[config.mk]
export PLATFORM = sky130hd
export DESIGN_NAME = timer8_output_compare_unit
export DESIGN_NICKNAME = d
export VERILOG_FILES = /design/src/rtl/ocu_pkg.sv /design/src/rtl/timer8_output_compare_unit.sv
export SDC_FILE = /design/constraint.sdc
export NUM_CORES = 1
export LEC_CHECK = 0
export BUFFER_PORTS_ARGS = -buffer_cell sky130_fd_sc_hd__buf_2
export CORE_ASPECT_RATIO = 1.4
export CORE_MARGIN = 1.5
export CORE_UTILIZATION = 58
export DETAILED_ROUTE_END_ITERATION = 6
export GPL_ROUTABILITY_DRIVEN = 0
export GPL_TIMING_DRIVEN = 1
export PLACE_DENSITY = 0.84
export SYNTH_ARGS = -nofsm -noshare
export SYNTH_HDL_FRONTEND = slang
export SYNTH_SLANG_ARGS = --single-unit
[constraint.sdc]
create_clock -name ref_clk_i -period 3.9 [get_ports ref_clk_i]
set_input_delay 0.39 -clock ref_clk_i [delete_from_list [all_inputs] [get_ports ref_clk_i]]
set_output_delay 0.39 -clock ref_clk_i [all_outputs]
set_load 0.01 [all_outputs]
[src/rtl/ocu_pkg.sv]
// Purpose: shared constants for the 8-bit timer output compare unit
// Assumes: one system clock, timer clock enable pulse from the prescaler
// Notes: register offsets are word indices on the plain register port
package ocu_pkg;

  // ----------------------------------------------------------------
  // register map
  // ----------------------------------------------------------------
  localparam logic [3:0] count_addr = 4'h0; // timer_count_value
  localparam logic [3:0] compare_addr = 4'h1; // compare_value_register
  localparam logic [3:0] control_addr = 4'h2; // mode, action, force
  localparam logic [3:0] status_addr = 4'h3; // flag and output state
  localparam logic [3:0] irq_addr = 4'h4; // irq enable

  // ----------------------------------------------------------------
  // field positions
  // ----------------------------------------------------------------
  localparam int mode_lsb = 0; // waveform_mode_select [1:0]
  localparam int action_lsb = 2; // output_action_select [3:2]
  localparam int force_bit = 7; // force_compare_strobe
  localparam int flag_bit = 0; // compare_match_flag
  localparam int state_bit = 1; // compare_output_state
  localparam int irq_en_bit = 0; // compare_irq_enable

  // ----------------------------------------------------------------
  // reset values and extremes
  // ----------------------------------------------------------------
  localparam logic [7:0] byte_reset = 8'h00;
  localparam logic [1:0] field_reset = 2'b00; // mode and action fields
  localparam logic [7:0] bottom_value = 8'h00;
  localparam logic [7:0] max_value = 8'hff;

  // ----------------------------------------------------------------
  // waveform modes (1 is the unbuilt phase correct pwm)
  // ----------------------------------------------------------------
  typedef enum logic [1:0] {
    mode_normal = 2'b00,
    mode_phase_pwm = 2'b01,
    mode_clear_on_match = 2'b10,
    mode_fast_pwm = 2'b11
  } wave_mode_t;

endpackage : ocu_pkg

[src/rtl/timer8_output_compare_unit.sv]
// Purpose: output compare and compare-match output logic of an 8-bit timer
// Assumes: counter lives outside; count and top arrive each cycle
// Notes: register port answers reads one cycle later; no wait states
`timescale 1ns/1ps
module timer8_output_compare_unit (
  input wire logic ref_clk_i, // 200 MHz system clock
  input wire logic reset_n_i, // async reset, active low
  input wire logic clk_en_i, // freezes all state while low
  input wire logic timer_tick_i, // timer clock enable pulse
  input wire logic [7:0] count_i, // timer_count_value from counter
  input wire logic count_at_top_i, // counter is at its top value
  input wire logic global_irq_en_i, // global enable of cpu_status_register
  input wire logic irq_ack_i, // interrupt being serviced
  input wire logic port_data_i, // general port value for the pin
  input wire logic [3:0] addr_i, // register word index
  input wire logic [7:0] wdata_i, // write data
  input wire logic wr_i, // write strobe
  input wire logic rd_i, // read strobe
  output logic [7:0] rdata_o, // read data, cycle after rd_i
  output logic compare_irq_o, // compare interrupt request
  output logic compare_output_state_o, // internal output state bit
  output logic pin_o, // value to the pin
  output logic pin_from_compare_o, // pin driven by output state
  output logic count_write_o, // pulse: cpu wrote the count
  output logic [7:0] count_wdata_o, // the count value written
  output logic match_o, // registered match, pre-blocking
  output logic at_bottom_o, // count at bottom
  output logic at_max_o // count at max
);

  // ----------------------------------------------------------------
  // state
  // ----------------------------------------------------------------
  logic [7:0] active_cmp_reg; // compare value the comparator uses
  logic [7:0] buffer_cmp_reg; // pwm buffer for the compare value
  logic [1:0] mode_reg; // waveform_mode_select
  logic [1:0] action_reg; // output_action_select
  logic irq_en_reg; // compare_irq_enable
  logic flag_reg; // compare_match_flag
  logic state_reg; // compare_output_state
  logic block_reg; // count write blocks the next tick's match
  logic pending_reg; // match waiting to set the flag
  logic force_reg; // forced match waiting for the waveform logic

  // ----------------------------------------------------------------
  // decode helpers
  // ----------------------------------------------------------------
  // pwm modes are 01 and 11: the low mode bit is set
  function automatic logic is_pwm(input logic [1:0] m);
    is_pwm = (m == ocu_pkg::mode_phase_pwm) || (m == ocu_pkg::mode_fast_pwm);
  endfunction : is_pwm

  // next output state for a match under mode and action
  function automatic logic match_state(input logic [1:0] m, input logic [1:0] a, input logic cur);
    case ({is_pwm(m), a})
      3'b001: match_state = ~cur; // toggle, non-pwm only
      3'b010, 3'b110: match_state = 1'b0; // clear, non-inverting pwm
      3'b011, 3'b111: match_state = 1'b1; // set, inverting pwm
      default: match_state = cur; // disconnected, or pwm action 1
    endcase
  endfunction : match_state

  logic pwm_mode; // double buffering active
  logic equal; // comparator output
  logic cpu_cmp_wr; // cpu writes the compare value
  logic count_wr; // cpu writes the count
  logic real_match; // unblocked match on this tick
  logic at_bottom; // count at bottom
  logic at_max; // count at max

  assign pwm_mode = is_pwm(mode_reg);
  assign equal = (count_i == active_cmp_reg);
  assign at_bottom = (count_i == ocu_pkg::bottom_value);
  assign at_max = (count_i == ocu_pkg::max_value);
  assign cpu_cmp_wr = wr_i && (addr_i == ocu_pkg::compare_addr);
  assign count_wr = wr_i && (addr_i == ocu_pkg::count_addr);
  // the block covers the first tick after the write, stopped or not
  assign real_match = timer_tick_i && equal && !block_reg;

  // ----------------------------------------------------------------
  // compare value registers
  // ----------------------------------------------------------------
  // buffered writes land in the buffer, direct ones in the active value
  always_ff @(posedge ref_clk_i or negedge reset_n_i)
  begin
    if (!reset_n_i)
    begin
      active_cmp_reg <= ocu_pkg::byte_reset;
      buffer_cmp_reg <= ocu_pkg::byte_reset;
    end
    else if (clk_en_i)
    begin
      if (cpu_cmp_wr)
      begin
        buffer_cmp_reg <= wdata_i;
      end
      if (cpu_cmp_wr && !pwm_mode)
      begin
        active_cmp_reg <= wdata_i; // immediate update
      end
      else if (pwm_mode && timer_tick_i && (count_at_top_i || at_bottom))
      begin
        active_cmp_reg <= buffer_cmp_reg;
      end
    end
  end

  // ----------------------------------------------------------------
  // control registers
  // ----------------------------------------------------------------
  // action bits are written straight through: no buffering
  always_ff @(posedge ref_clk_i or negedge reset_n_i)
  begin
    if (!reset_n_i)
    begin
      mode_reg <= ocu_pkg::field_reset;
      action_reg <= ocu_pkg::field_reset;
      irq_en_reg <= 1'b0;
    end
    else if (clk_en_i)
    begin
      if (wr_i && (addr_i == ocu_pkg::control_addr))
      begin
        mode_reg <= wdata_i[ocu_pkg::mode_lsb +: 2];
        action_reg <= wdata_i[ocu_pkg::action_lsb +: 2];
      end
      if (wr_i && (addr_i == ocu_pkg::irq_addr))
      begin
        irq_en_reg <= wdata_i[ocu_pkg::irq_en_bit];
      end
    end
  end

  // ----------------------------------------------------------------
  // force strobe and match blocking
  // ----------------------------------------------------------------
  // force ignored in pwm modes; block held until the next tick
  always_ff @(posedge ref_clk_i or negedge reset_n_i)
  begin
    if (!reset_n_i)
    begin
      force_reg <= 1'b0;
      block_reg <= 1'b0;
    end
    else if (clk_en_i)
    begin
      force_reg <= wr_i && (addr_i == ocu_pkg::control_addr)
                   && wdata_i[ocu_pkg::force_bit] && !pwm_mode;
      // a count write arms the block; the next tick spends it, stopped timer or not
      block_reg <= count_wr || (block_reg && !timer_tick_i);
    end
  end

  // ----------------------------------------------------------------
  // match flag
  // ----------------------------------------------------------------
  // set wins over a same-cycle clear so no match is lost
  always_ff @(posedge ref_clk_i or negedge reset_n_i)
  begin
    if (!reset_n_i)
    begin
      pending_reg <= 1'b0;
      flag_reg <= 1'b0;
    end
    else if (clk_en_i)
    begin
      if (real_match)
      begin
        pending_reg <= 1'b1;
      end
      else if (timer_tick_i)
      begin
        pending_reg <= 1'b0;
      end
      if (timer_tick_i && pending_reg)
      begin
        flag_reg <= 1'b1; // next timer tick
      end
      else if (irq_ack_i)
      begin
        flag_reg <= 1'b0;
      end
      else if (wr_i && (addr_i == ocu_pkg::status_addr) && wdata_i[ocu_pkg::flag_bit])
      begin
        flag_reg <= 1'b0;
      end
    end
  end

  // ----------------------------------------------------------------
  // waveform generator
  // ----------------------------------------------------------------
  // mode change alone never touches the state bit
  always_ff @(posedge ref_clk_i or negedge reset_n_i)
  begin
    if (!reset_n_i)
    begin
      state_reg <= 1'b0;
    end
    else if (clk_en_i)
    begin
      if (real_match || force_reg)
      begin
        state_reg <= match_state(mode_reg, action_reg, state_reg);
      end
      else if (timer_tick_i && (mode_reg == ocu_pkg::mode_fast_pwm) && at_max && action_reg[1])
      begin
        // count wraps to bottom next tick: action 2 sets, action 3 clears
        state_reg <= ~action_reg[0];
      end
    end
  end

  // ----------------------------------------------------------------
  // registered outputs
  // ----------------------------------------------------------------
  always_ff @(posedge ref_clk_i or negedge reset_n_i)
  begin
    if (!reset_n_i)
    begin
      compare_irq_o <= 1'b0;
      compare_output_state_o <= 1'b0;
      pin_o <= 1'b0;
      pin_from_compare_o <= 1'b0;
      count_write_o <= 1'b0;
      count_wdata_o <= ocu_pkg::byte_reset;
      match_o <= 1'b0;
      at_bottom_o <= 1'b0;
      at_max_o <= 1'b0;
    end
    else if (clk_en_i)
    begin
      compare_irq_o <= flag_reg && irq_en_reg && global_irq_en_i;
      compare_output_state_o <= state_reg;
      pin_from_compare_o <= (action_reg != 2'b00);
      pin_o <= (action_reg != 2'b00) ? state_reg : port_data_i;
      count_write_o <= count_wr;
      count_wdata_o <= wdata_i;
      match_o <= equal;
      at_bottom_o <= at_bottom;
      at_max_o <= at_max;
    end
  end

  // ----------------------------------------------------------------
  // register read port
  // ----------------------------------------------------------------
  always_ff @(posedge ref_clk_i or negedge reset_n_i)
  begin
    if (!reset_n_i)
    begin
      rdata_o <= ocu_pkg::byte_reset;
    end
    else if (clk_en_i)
    begin
      rdata_o <= ocu_pkg::byte_reset;
      if (rd_i)
      begin
        case (addr_i)
          ocu_pkg::count_addr: rdata_o <= count_i;
          ocu_pkg::compare_addr: rdata_o <= pwm_mode ? buffer_cmp_reg : active_cmp_reg;
          ocu_pkg::control_addr: rdata_o <= {4'h0, action_reg, mode_reg};
          ocu_pkg::status_addr: rdata_o <= {6'h00, state_reg, flag_reg};
          ocu_pkg::irq_addr: rdata_o <= {7'h00, irq_en_reg};
          default: rdata_o <= ocu_pkg::byte_reset; // unmapped reads zero
        endcase
      end
    end
  end
endmodule : timer8_output_compare_unit

Word level (Yosys, flattened, before mapping) --
Cells that the tools add are included.
Word-level totals: bits in registers 50, output and inout bits 24, bits of input ports 30, logic and storage cells 93
Operators by class: mux-type cells 14, reduce and logical (&&, ||, !) cells 43, bitwise operators 2, equal/unequal tests 14
Operators with widths (count):
- 8-bit one-hot mux with 5 select lines | 1
- 8-bit 2-to-1 mux | 4
- 1-bit logical AND | 20
- 2-bit AND reduction | 6
- 4-bit by 2-bit == test with 1-bit output (second input constant) | 2
- 8-bit == test | 1
- 8-bit == test (second input constant) | 1
- 8-bit logical NOT | 1
- 1-bit 2-to-1 mux | 8
- 2-bit nonzero test | 4
- 3-bit by 2-bit == test with 1-bit output (second input constant) | 2
- 3-bit == test (second input constant) | 2
- 4-bit by 1-bit == test with 1-bit output (second input constant) | 1
- 4-bit by 3-bit == test with 1-bit output (second input constant) | 1
- 4-bit logical NOT | 1
- 1-bit logical OR | 4
- 4-bit by 1-bit != test with 1-bit output (second input constant) | 1
- 2-bit OR reduction | 2
- 3-bit by 1-bit == test with 1-bit output (second input constant) | 1
- 1-bit logical NOT | 3
- 1-bit one-hot mux with 3 select lines | 1
- 3-bit AND reduction | 1
- 3-bit nonzero test | 1
- 2-bit by 1-bit == test with 1-bit output (second input constant) | 1
- 2 further kinds | 3

Logic depth before layout (Yosys ltp) --
Gate-level depths: netlist of run 1.
word-level depth 6, depth in mapped cells 5, depth with buffers taken out 4

Worst setup path before layout of run 1 --
Ideal clock, no wire load.
path kind input-to-reg, start input addr_i[3], end register active_cmp_reg[0], slack 1.936 ns, path buffers 0, arrival time 1.839 ns, required time 3.775 ns, stages 4, path through nor4b_4 -> nand2_4 -> a311oi_4 -> mux2_2
On the way: word-level cells in the longest chain between the ends 5, elaborated cells between the ends (all ways) 6, classes of those cells eq/ne (1); mux (1); reduce/logical (4)
Ends and longest elaborated chain:
- from (decl) | RTL line timer8_output_compare_unit.sv:15 | input wire logic [3:0] addr_i,
- 4-bit by 1-bit == test with 1-bit output (*) | RTL line timer8_output_compare_unit.sv:75 | assign cpu_cmp_wr = wr_i && (addr_i == ocu_pkg::compare_addr);
- 1-bit logical AND (*) | RTL line timer8_output_compare_unit.sv:75
- 1-bit logical AND (*) | RTL line timer8_output_compare_unit.sv:97 | if (cpu_cmp_wr && !pwm_mode)
- 2-bit nonzero test (no source line)
- 2-bit AND reduction (no source line)
- to (signal assigned) | RTL line timer8_output_compare_unit.sv:88 | active_cmp_reg <= ocu_pkg::byte_reset;
- to (signal assigned) | RTL line timer8_output_compare_unit.sv:99 | active_cmp_reg <= wdata_i;
- to (signal assigned) | RTL line timer8_output_compare_unit.sv:103 | active_cmp_reg <= buffer_cmp_reg;
- to (decl) | RTL line timer8_output_compare_unit.sv:34 | logic [7:0] active_cmp_reg;
Mark *: on every way between the ends. The rest lies on a longest branch, timed or not. A chain may end at the register's enable or synchronous reset.

Worst setup path in the final report of run 1 --
start register mode_reg[0], end register active_cmp_reg[4]
On the way: word-level cells in the longest chain between the ends 6, elaborated cells between the ends (all ways) 10, classes of those cells eq/ne (2); mux (1); reduce/logical (7)
Ends and longest elaborated chain:
- from (decl) | RTL line timer8_output_compare_unit.sv:36 | logic [1:0] mode_reg;
- from (signal assigned) | RTL line timer8_output_compare_unit.sv:116 | mode_reg <= ocu_pkg::field_reset;
- from (signal assigned) | RTL line timer8_output_compare_unit.sv:124 | mode_reg <= wdata_i[ocu_pkg::mode_lsb +: 2];
- 2-bit by 1-bit == test with 1-bit output or 2-bit == test (tied branches) | RTL line timer8_output_compare_unit.sv:50 | is_pwm = (m == ocu_pkg::mode_phase_pwm) || (m == ocu_pkg::mode_fast_pwm);
- 1-bit logical OR (*) | RTL line timer8_output_compare_unit.sv:50
- 1-bit logical NOT or 1-bit logical AND (tied branches) | RTL line timer8_output_compare_unit.sv:97, timer8_output_compare_unit.sv:101
- 1-bit logical AND (on tied branches) | RTL line timer8_output_compare_unit.sv:97, timer8_output_compare_unit.sv:101
- 2-bit nonzero test (no source line)
- 2-bit AND reduction (no source line)
Marks and branches as above.

==> results of run 1 <==
[report_power, final]
group	switching, W	total, W	internal [W]
combinational	0.000116	0.000258	0.000142
clock	0.000166	0.000310	0.000143
sequential	0.0000646	0.000649	0.000584
[Yosys cell counts, types with 2 or more instances]
cell type / n / area [µm²]
a21oi_1: 4 / 20.02
inv_1: 5 / 18.77
nor2b_1: 3 / 18.77
o2bb2ai_1: 7 / 61.31
mux2_2: 45 / 506.7
nand4_1: 7 / 43.79
nor2_1: 8 / 30.03
mux2i_1: 5 / 50.05
nor3b_1: 2 / 15.01
nand2_1: 8 / 30.03
nand3_1: 3 / 15.01
clkbuf_1: 8 / 30.03
nor4_1: 4 / 25.02
dfrtp_1: 50 / 1251
xnor2_1: 8 / 70.07
a22o_1: 2 / 17.52
a32o_1: 2 / 20.02
and3_1: 3 / 18.77
o22ai_1: 2 / 12.51
o21ai_0: 7 / 35.03
a22oi_1: 6 / 45.04
[kinds of logic (layout without fill, tap and decap cells)]
logic type,after synthesis,count (layout),share of synthesized area (%)
AOI/OAI and AO/OA,41,41,12.64
DFF,50,50,49.16
and+or+nand+nor,48,48,11.50
muxes,50,50,21.88
xor gates and xnor gates,8,8,2.753
buffers and inverters,14,67,2.065
[per-stage QoR]
stage	setup slack (ps)	total power, W	std cells	utilization [%]	cell area, µm²
2_1_floorplan	1936	0.0008214	211	-	2545
3_3_place_gp	1565	0.0009036	301	67.56	2840
3_5_place_dp	1526	0.0009134	301	67.56	2840
4_1_cts	1701	0.001219	309	69.73	2932
5_1_grt	1576	0.001272	309	69.73	2932
6_report	1688	0.001216	309	69.73	2932
[worst max path at each step]
stage                 from                 to  slack, ps  depth (start not counted)
6_report       mode_reg[0]  active_cmp_reg[4]       1690                          4
5_1_grt        mode_reg[0]  active_cmp_reg[0]       1580                          4
4_1_cts        mode_reg[0]  active_cmp_reg[6]       1700                          4
3_5_place_dp     addr_i[2]  active_cmp_reg[6]       1530                          5
3_3_place_gp     addr_i[2]  buffer_cmp_reg[0]       1570                          4
2_1_floorplan    addr_i[3]  active_cmp_reg[0]       1940                          4
[final cells by class]
type	instances	area (µm²)	area share (%)
clock buffer	7	86.33	2.945
clock inverter	1	5.005	0.1707
inverter	5	18.77	0.6402
multi-input combinational	147	1241	42.34
sequential	50	1251	42.68
tap	45	56.30	1.921
timing repair buffer	54	272.8	9.304
[metal layers]
layer	part of all wire [%]	vias to the layer above	GRT usage, %
li1	-	896	-
met1	42	934	33.71
met2	52	61	42.89
met3	4.4	10	4.459
met4	2.1	0	10.45
met5	0	-	0
[worst max-delay path, delay by kind of cell, from the launching register on]
kind	cells	cell delay [ps]
DFF	1	590
and+or+nand+nor	2	530
AOI/OAI and AO/OA	1	580
muxes	1	400
[cell usage in the layout (no fill, tap or decap), types with 2 or more instances in the layout]
master,n
o21ai_0,7
nor2_1,8
o22ai_1,2
o2bb2ai_1,7
a21oi_1,4
and3_1,3
nand3_1,3
a22oi_1,6
xnor2_1,8
dfrtp_1,50
nand2_1,8
nand4_1,7
a32o_1,2
mux2i_1,5
inv_1,5
clkbuf_8,6
nor4_1,4
nor2b_1,3
nor3b_1,2
mux2_2,45
a22o_1,2
buf_2,53
==> impl_results.md, run 1 <==
- Number of enable flip-flop cells after synthesis: 0
- I/O Pins: 54
- Vias per cell: about 6.2
- Antenna violations before repair: 0
- Hold Buf Count CTS: 0
- Clock insertion delay at the later pin of the skew report: roughly 310 ps
- Die span in y: a little over 80 µm
- Critical path class: reg2reg
- Min Tclk post-route: roughly 2200 ps
- Share of async-settable or async-resettable flops after synthesis: 100.0%
- Post-Syn Nets: 241
- Pin count of the biggest net entering global routing: roughly 50
- Clock Skews: between 3 and 4 ps
- Timing-limited maximum frequency: 452.2 MHz
- Die area: roughly 4800 µm²
- Maximum single-stage delay on the critical path: 590 ps
- Area growth from synthesis to layout: 15.19%
- Startpoint of the lowest-slack register-to-register path: mode_reg[0]
- Worst-case register-to-register setup slack: about 1700 ps
- Fin. max-slew vios: 0
- CTS clk-pin slew, worst paths: ~90 ps
- Setup-violating endpoint count in the final report: 0
- Required arrival time at the worst endpoint: about 4000 ps
- Initial DRC count: 163
- Endpoint class of the critical path: register
- Number of hold-slack violations in the final timing report: 0
- Width of the chip: slightly below 60 µm
- Post-DP HPWL: 4026 µm
- Final #Nets: around 290
- Min-delay worst type: in2async
- Placeable Area: 4204 µm²
- Number of fillers in the final layout: ~320
- Remaining DRCs: 0
- Unrepaired setup endpoints after global routing: false
- Max_cap viols: 0
- Synthesized area: ~2500 µm²
- Vias after detailed routing: approximately 1900
- Post-CTS resize count: 0
- Slew at the pin with the worst max-slew slack: 817.4 ps
- Number of sinks driven by the clock tree: 50
- Share of final-layout standard cells stronger than drive strength 1: 41.67%
- Post-synthesis area per instance: about 12 µm²
- Total routing resource utilization after global routing: around a quarter
- Gate count of the mapped netlist: ~210
- Number of nets still failing antenna checks after routing: 0
- Setup total negative slack: 0 ps
- Highest ir drop seen on vdd: 265.1 µV
- CTS tree: done
- Cts bufs inserted: 5
- Arrival time worst endpoint: around 2400 ps
- Fraction of the yosys area taken by sequential cells: a little under 50%
- Power density of the placed cells: around 410 nW/µm²
- Overflow left after global routing: 0
- Htree depth: 2
- Critical Path Slowest Stage Cell: dfrtp_1
- Number of detailed-routing iterations run before antenna repair: 4
- Crit-path max FO: 15
- Port-buffer cells: 53
- Site Rows: 28
- Dominant register cell in the synthesized netlist: dfrtp_1
- Detailed-route wire length per cell: ~18 µm
- P_leak: about 1.4 nW
- Via count of the first global-routing pass: between 1500 and 2000
- Post-CTS Setup Repair Bufs: 0
- Antenna fix cells: 0
- Max Buffers Root-to-Sink: 2
- Cell at the root of the clock tree: clkbuf_8
- Cell breakdown of the critical path: nor2b_1 -> nand2_4 -> a311oi_4 -> mux2_2
- Final critical-path share of the clock period: a little under three fifths
- Global-route wire length before repair: slightly above 9000 µm
- R2R Path End: active_cmp_reg[4]
- Worst Reg2Reg Path Length in Cells: 4
- Worst setup SP type: register
- Effective utilization at floorplan: roughly three fifths
- Result of the run: finished clean
- Post-synthesis sequential element count: 50
- Yosys warning count: 0
- Worst hold slack: between 150 and 200 ps
- Tightest slew margin relative to the limit: between 40% and 50%
- Number of distinct library cells after synthesis: 43
- DRT Wirelength: 5600 µm
Power figures use the tool's default switching activity.
==> run 2: changes to the inputs <==
Settings changed: CORE_UTILIZATION 58 to 54, PLACE_DENSITY 0.84 to 0.79.
Clock period 3.9 ns to 2.23 ns, I/O delays scaled along.
==> impl_results.md, run 2 (synthesis gave the netlist of run 1 again) <==
- Highest-count cells in the layout ignoring fill and taps: buf_2, dfrtp_1, mux2_2
- Startpoint of the lowest-slack register-to-register path: mode_reg[0]
- Net Sw Frac: 27.25% (-1.3 points)
- Start point of the worst hold path: global_irq_en_i
- Timing-limited maximum frequency: 534.7 MHz (+18%)
- Critical path class: reg2reg
- Die area: 5140 µm² (+7.1%)
- Post-CTS resize count: 0 (unchanged)
- Crit-path max FO: 8 (-7)
- Placeable Area: 4536 µm² (+7.9%)
- Hold Crit Endpoint: compare_irq_o
- Cts bufs inserted: 5 (unchanged)
- Global-route wire length before repair: 9301 µm (-0.51%)
- Initial DRC count: 148 (-9.2%)
- Clock Skews: 7.355 ps (+3.535 ps)
- Tightest slew margin relative to the limit: 50.71% (+5.3 points)
- Power density of the placed cells: 722.1 nW/µm² (+74%)
- Min Tclk post-route: 1870 ps (-341.3 ps)
- Final critical-path share of the clock period: 83.87% (+27 points)
- Number of hold-slack violations in the final timing report: 0 (unchanged)
- Min-delay worst type: in2reg
- Vias after detailed routing: 1939 (+2.0%)
- Remaining DRCs: 0 (unchanged)
- Max_cap viols: 0 (unchanged)
- Unrepaired setup endpoints after global routing: false
- Vias per cell: 5.805 (-5.6%)
- Highest ir drop seen on vdd: 551.0 µV (+110%)
- Pre-CTS WS: 228.7 ps (-1297 ps)
- Post-DP HPWL: 4295 µm (+6.7%)
- Max Buffers Root-to-Sink: 2 (unchanged)
- Number of fillers in the final layout: 364 (+14%)
- CTS clk-pin slew, worst paths: 90 ps (about the same)
- Min setup slack post-route: 359.7 ps (-1329 ps)
- Setup-violating endpoint count in the final report: 0 (unchanged)
- Number of sinks driven by the clock tree: 50 (unchanged)
- Slew at the pin with the worst max-slew slack: 732.5 ps (-84.86 ps)
- R2R Path End: active_cmp_reg[7]
- Antenna violations before repair: 0 (unchanged)
- Number of detailed-routing iterations run before antenna repair: 4 (unchanged)
- Net Switching: 0.0005970 W (+72%)
- Worst setup SP type: register
- Number of instances on the worst hold path: 3
- Cell at the root of the clock tree: clkbuf_8
- CTS tree: done
- Clock insertion delay at the later pin of the skew report: 300 ps (about the same)
- Internal power: 0.001594 W (+83%)
- Pin count of the biggest net entering global routing: 21 (-59%)
- Area growth from synthesis to layout: 19.22%
- Die span in y: 84.23 µm (+3.5%)
- Required arrival time at the worst endpoint: 2420 ps (-1670 ps)
- Site Rows: 29 (+3.6%)
- Post-CTS Setup Repair Bufs: 0 (unchanged)
- Detailed-route wire length per cell: 16.96 µm (-6.4%)
- DRT Wirelength: 5664 µm (+1.1%)
- Total routing resource utilization after global routing: 24.36% (-1.7 points)
- Power share of the combinational group: 22.1% (+0.9 points)
- Clock network fraction of design power: 27.0% (+1.5 points)
- Port-buffer cells: 53 (unchanged)
- Worst-case register-to-register setup slack: 360 ps (-1330 ps)
- P_leak: 1.400 nW (+3.5%)
- Arrival time worst endpoint: 2060 ps (-350 ps)
- Effective utilization at floorplan: 56.11% (-4.4 points)
- Most common cell after layout, fill and taps aside: buf_2
- Fin. max-slew vios: 0 (unchanged)
- Via count of the first global-routing pass: 1838 (-3.2%)
- Htree depth: 2 (unchanged)
- Width of the chip: 61.02 µm (+3.5%)
- Overflow left after global routing: 0 (unchanged)
- Share of final-layout standard cells stronger than drive strength 1: 43.38% (+1.7 points)
- Result of the run: finished clean
- Worst Reg2Reg Path Length in Cells: 4 (unchanged)
- Antenna fix cells: 0 (unchanged)
- Flop pwr share: 50.9% (-2.4 points)
- Setup total negative slack: 0 ps (unchanged)
- Number of nets still failing antenna checks after routing: 0 (unchanged)
- I/O Pins: 54 (unchanged)
- Final #Nets: 301 (+2.7%)
- Endpoint class of the critical path: register
[run 2: cell count changes in the layout (fill, tap and decap cells not counted), sizes merged]
cell	before	now
buf	54	61
clkbuf	7	8
clkinv	1	0
dlygate4sd3	0	1
[run 2: layout make-up]
type / count / area, µm² / share of cell area [%]
multi-input cells: 147 / 1241 / 40.91
clock buffers: 8 / 110.1 / 3.629
repair buffers: 62 / 335.3 / 11.05
flip-flops and latches: 50 / 1251 / 41.24
inverters: 5 / 18.77 / 0.6186
well taps: 62 / 77.57 / 2.557
[run 2: worst max path at each step]
stage	startpoint	end	slack, ps	cells past startpoint
after floorplan	addr_i[3]	active_cmp_reg[0]	430	4
after global placement	addr_i[2]	active_cmp_reg[1]	250	5
after detailed placement	addr_i[2]	active_cmp_reg[4]	230	5
after CTS	mode_reg[0]	active_cmp_reg[7]	340	4
after global routing	mode_reg[0]	active_cmp_reg[5]	200	4
final	mode_reg[0]	active_cmp_reg[7]	360	4
[run 2: per-layer routing]
layer	share of wire (%)	global-route usage [%]
met1	43	32.39
met2	50	38.49
met3	4.3	4.160
met4	2.5	10.08
met5	0	0
[run 2: what timing repair did]
| action | 4_1_cts | 5_1_grt |
|---|---|---|
| hold buffers | 1 | 0 |
| endpoints found under the setup margin | 0 | 0 |
| endpoints found under the hold margin | 11 | 0 |
[run 2: per-stage QoR]
step                      hold WS [ps]  area [µm²]  utilization [%]  cells  power (W)
after floorplan                 -72.59        2545                -    211   0.001437
after global placement           111.3        2914            64.25    325   0.001596
final                            179.3        3034            66.90    334   0.002191
after detailed placement         112.5        2914            64.25    325   0.001615
after CTS                        175.6        3034            66.90    334   0.002213
after global routing             181.8        3034            66.90    334   0.002308
[run 2: worst max-delay path, stage by stage (launching register included)]
cell	delay [ps]
dfrtp_1	380
nor2b_1	280
a22oi_1	160
a311oi_4	530
mux2_2	390
[run 2: power by group through the flow]
stage,sequential (W),clock [W],combinational (W)
2_1_floorplan,0.00112,0,0.000314
3_3_place_gp,0.00113,0,0.000468
3_5_place_dp,0.00113,0,0.000481
4_1_cts,0.00112,0.000613,0.000486
5_1_grt,0.00113,0.000648,0.000527
6_report,0.00112,0.000591,0.000485
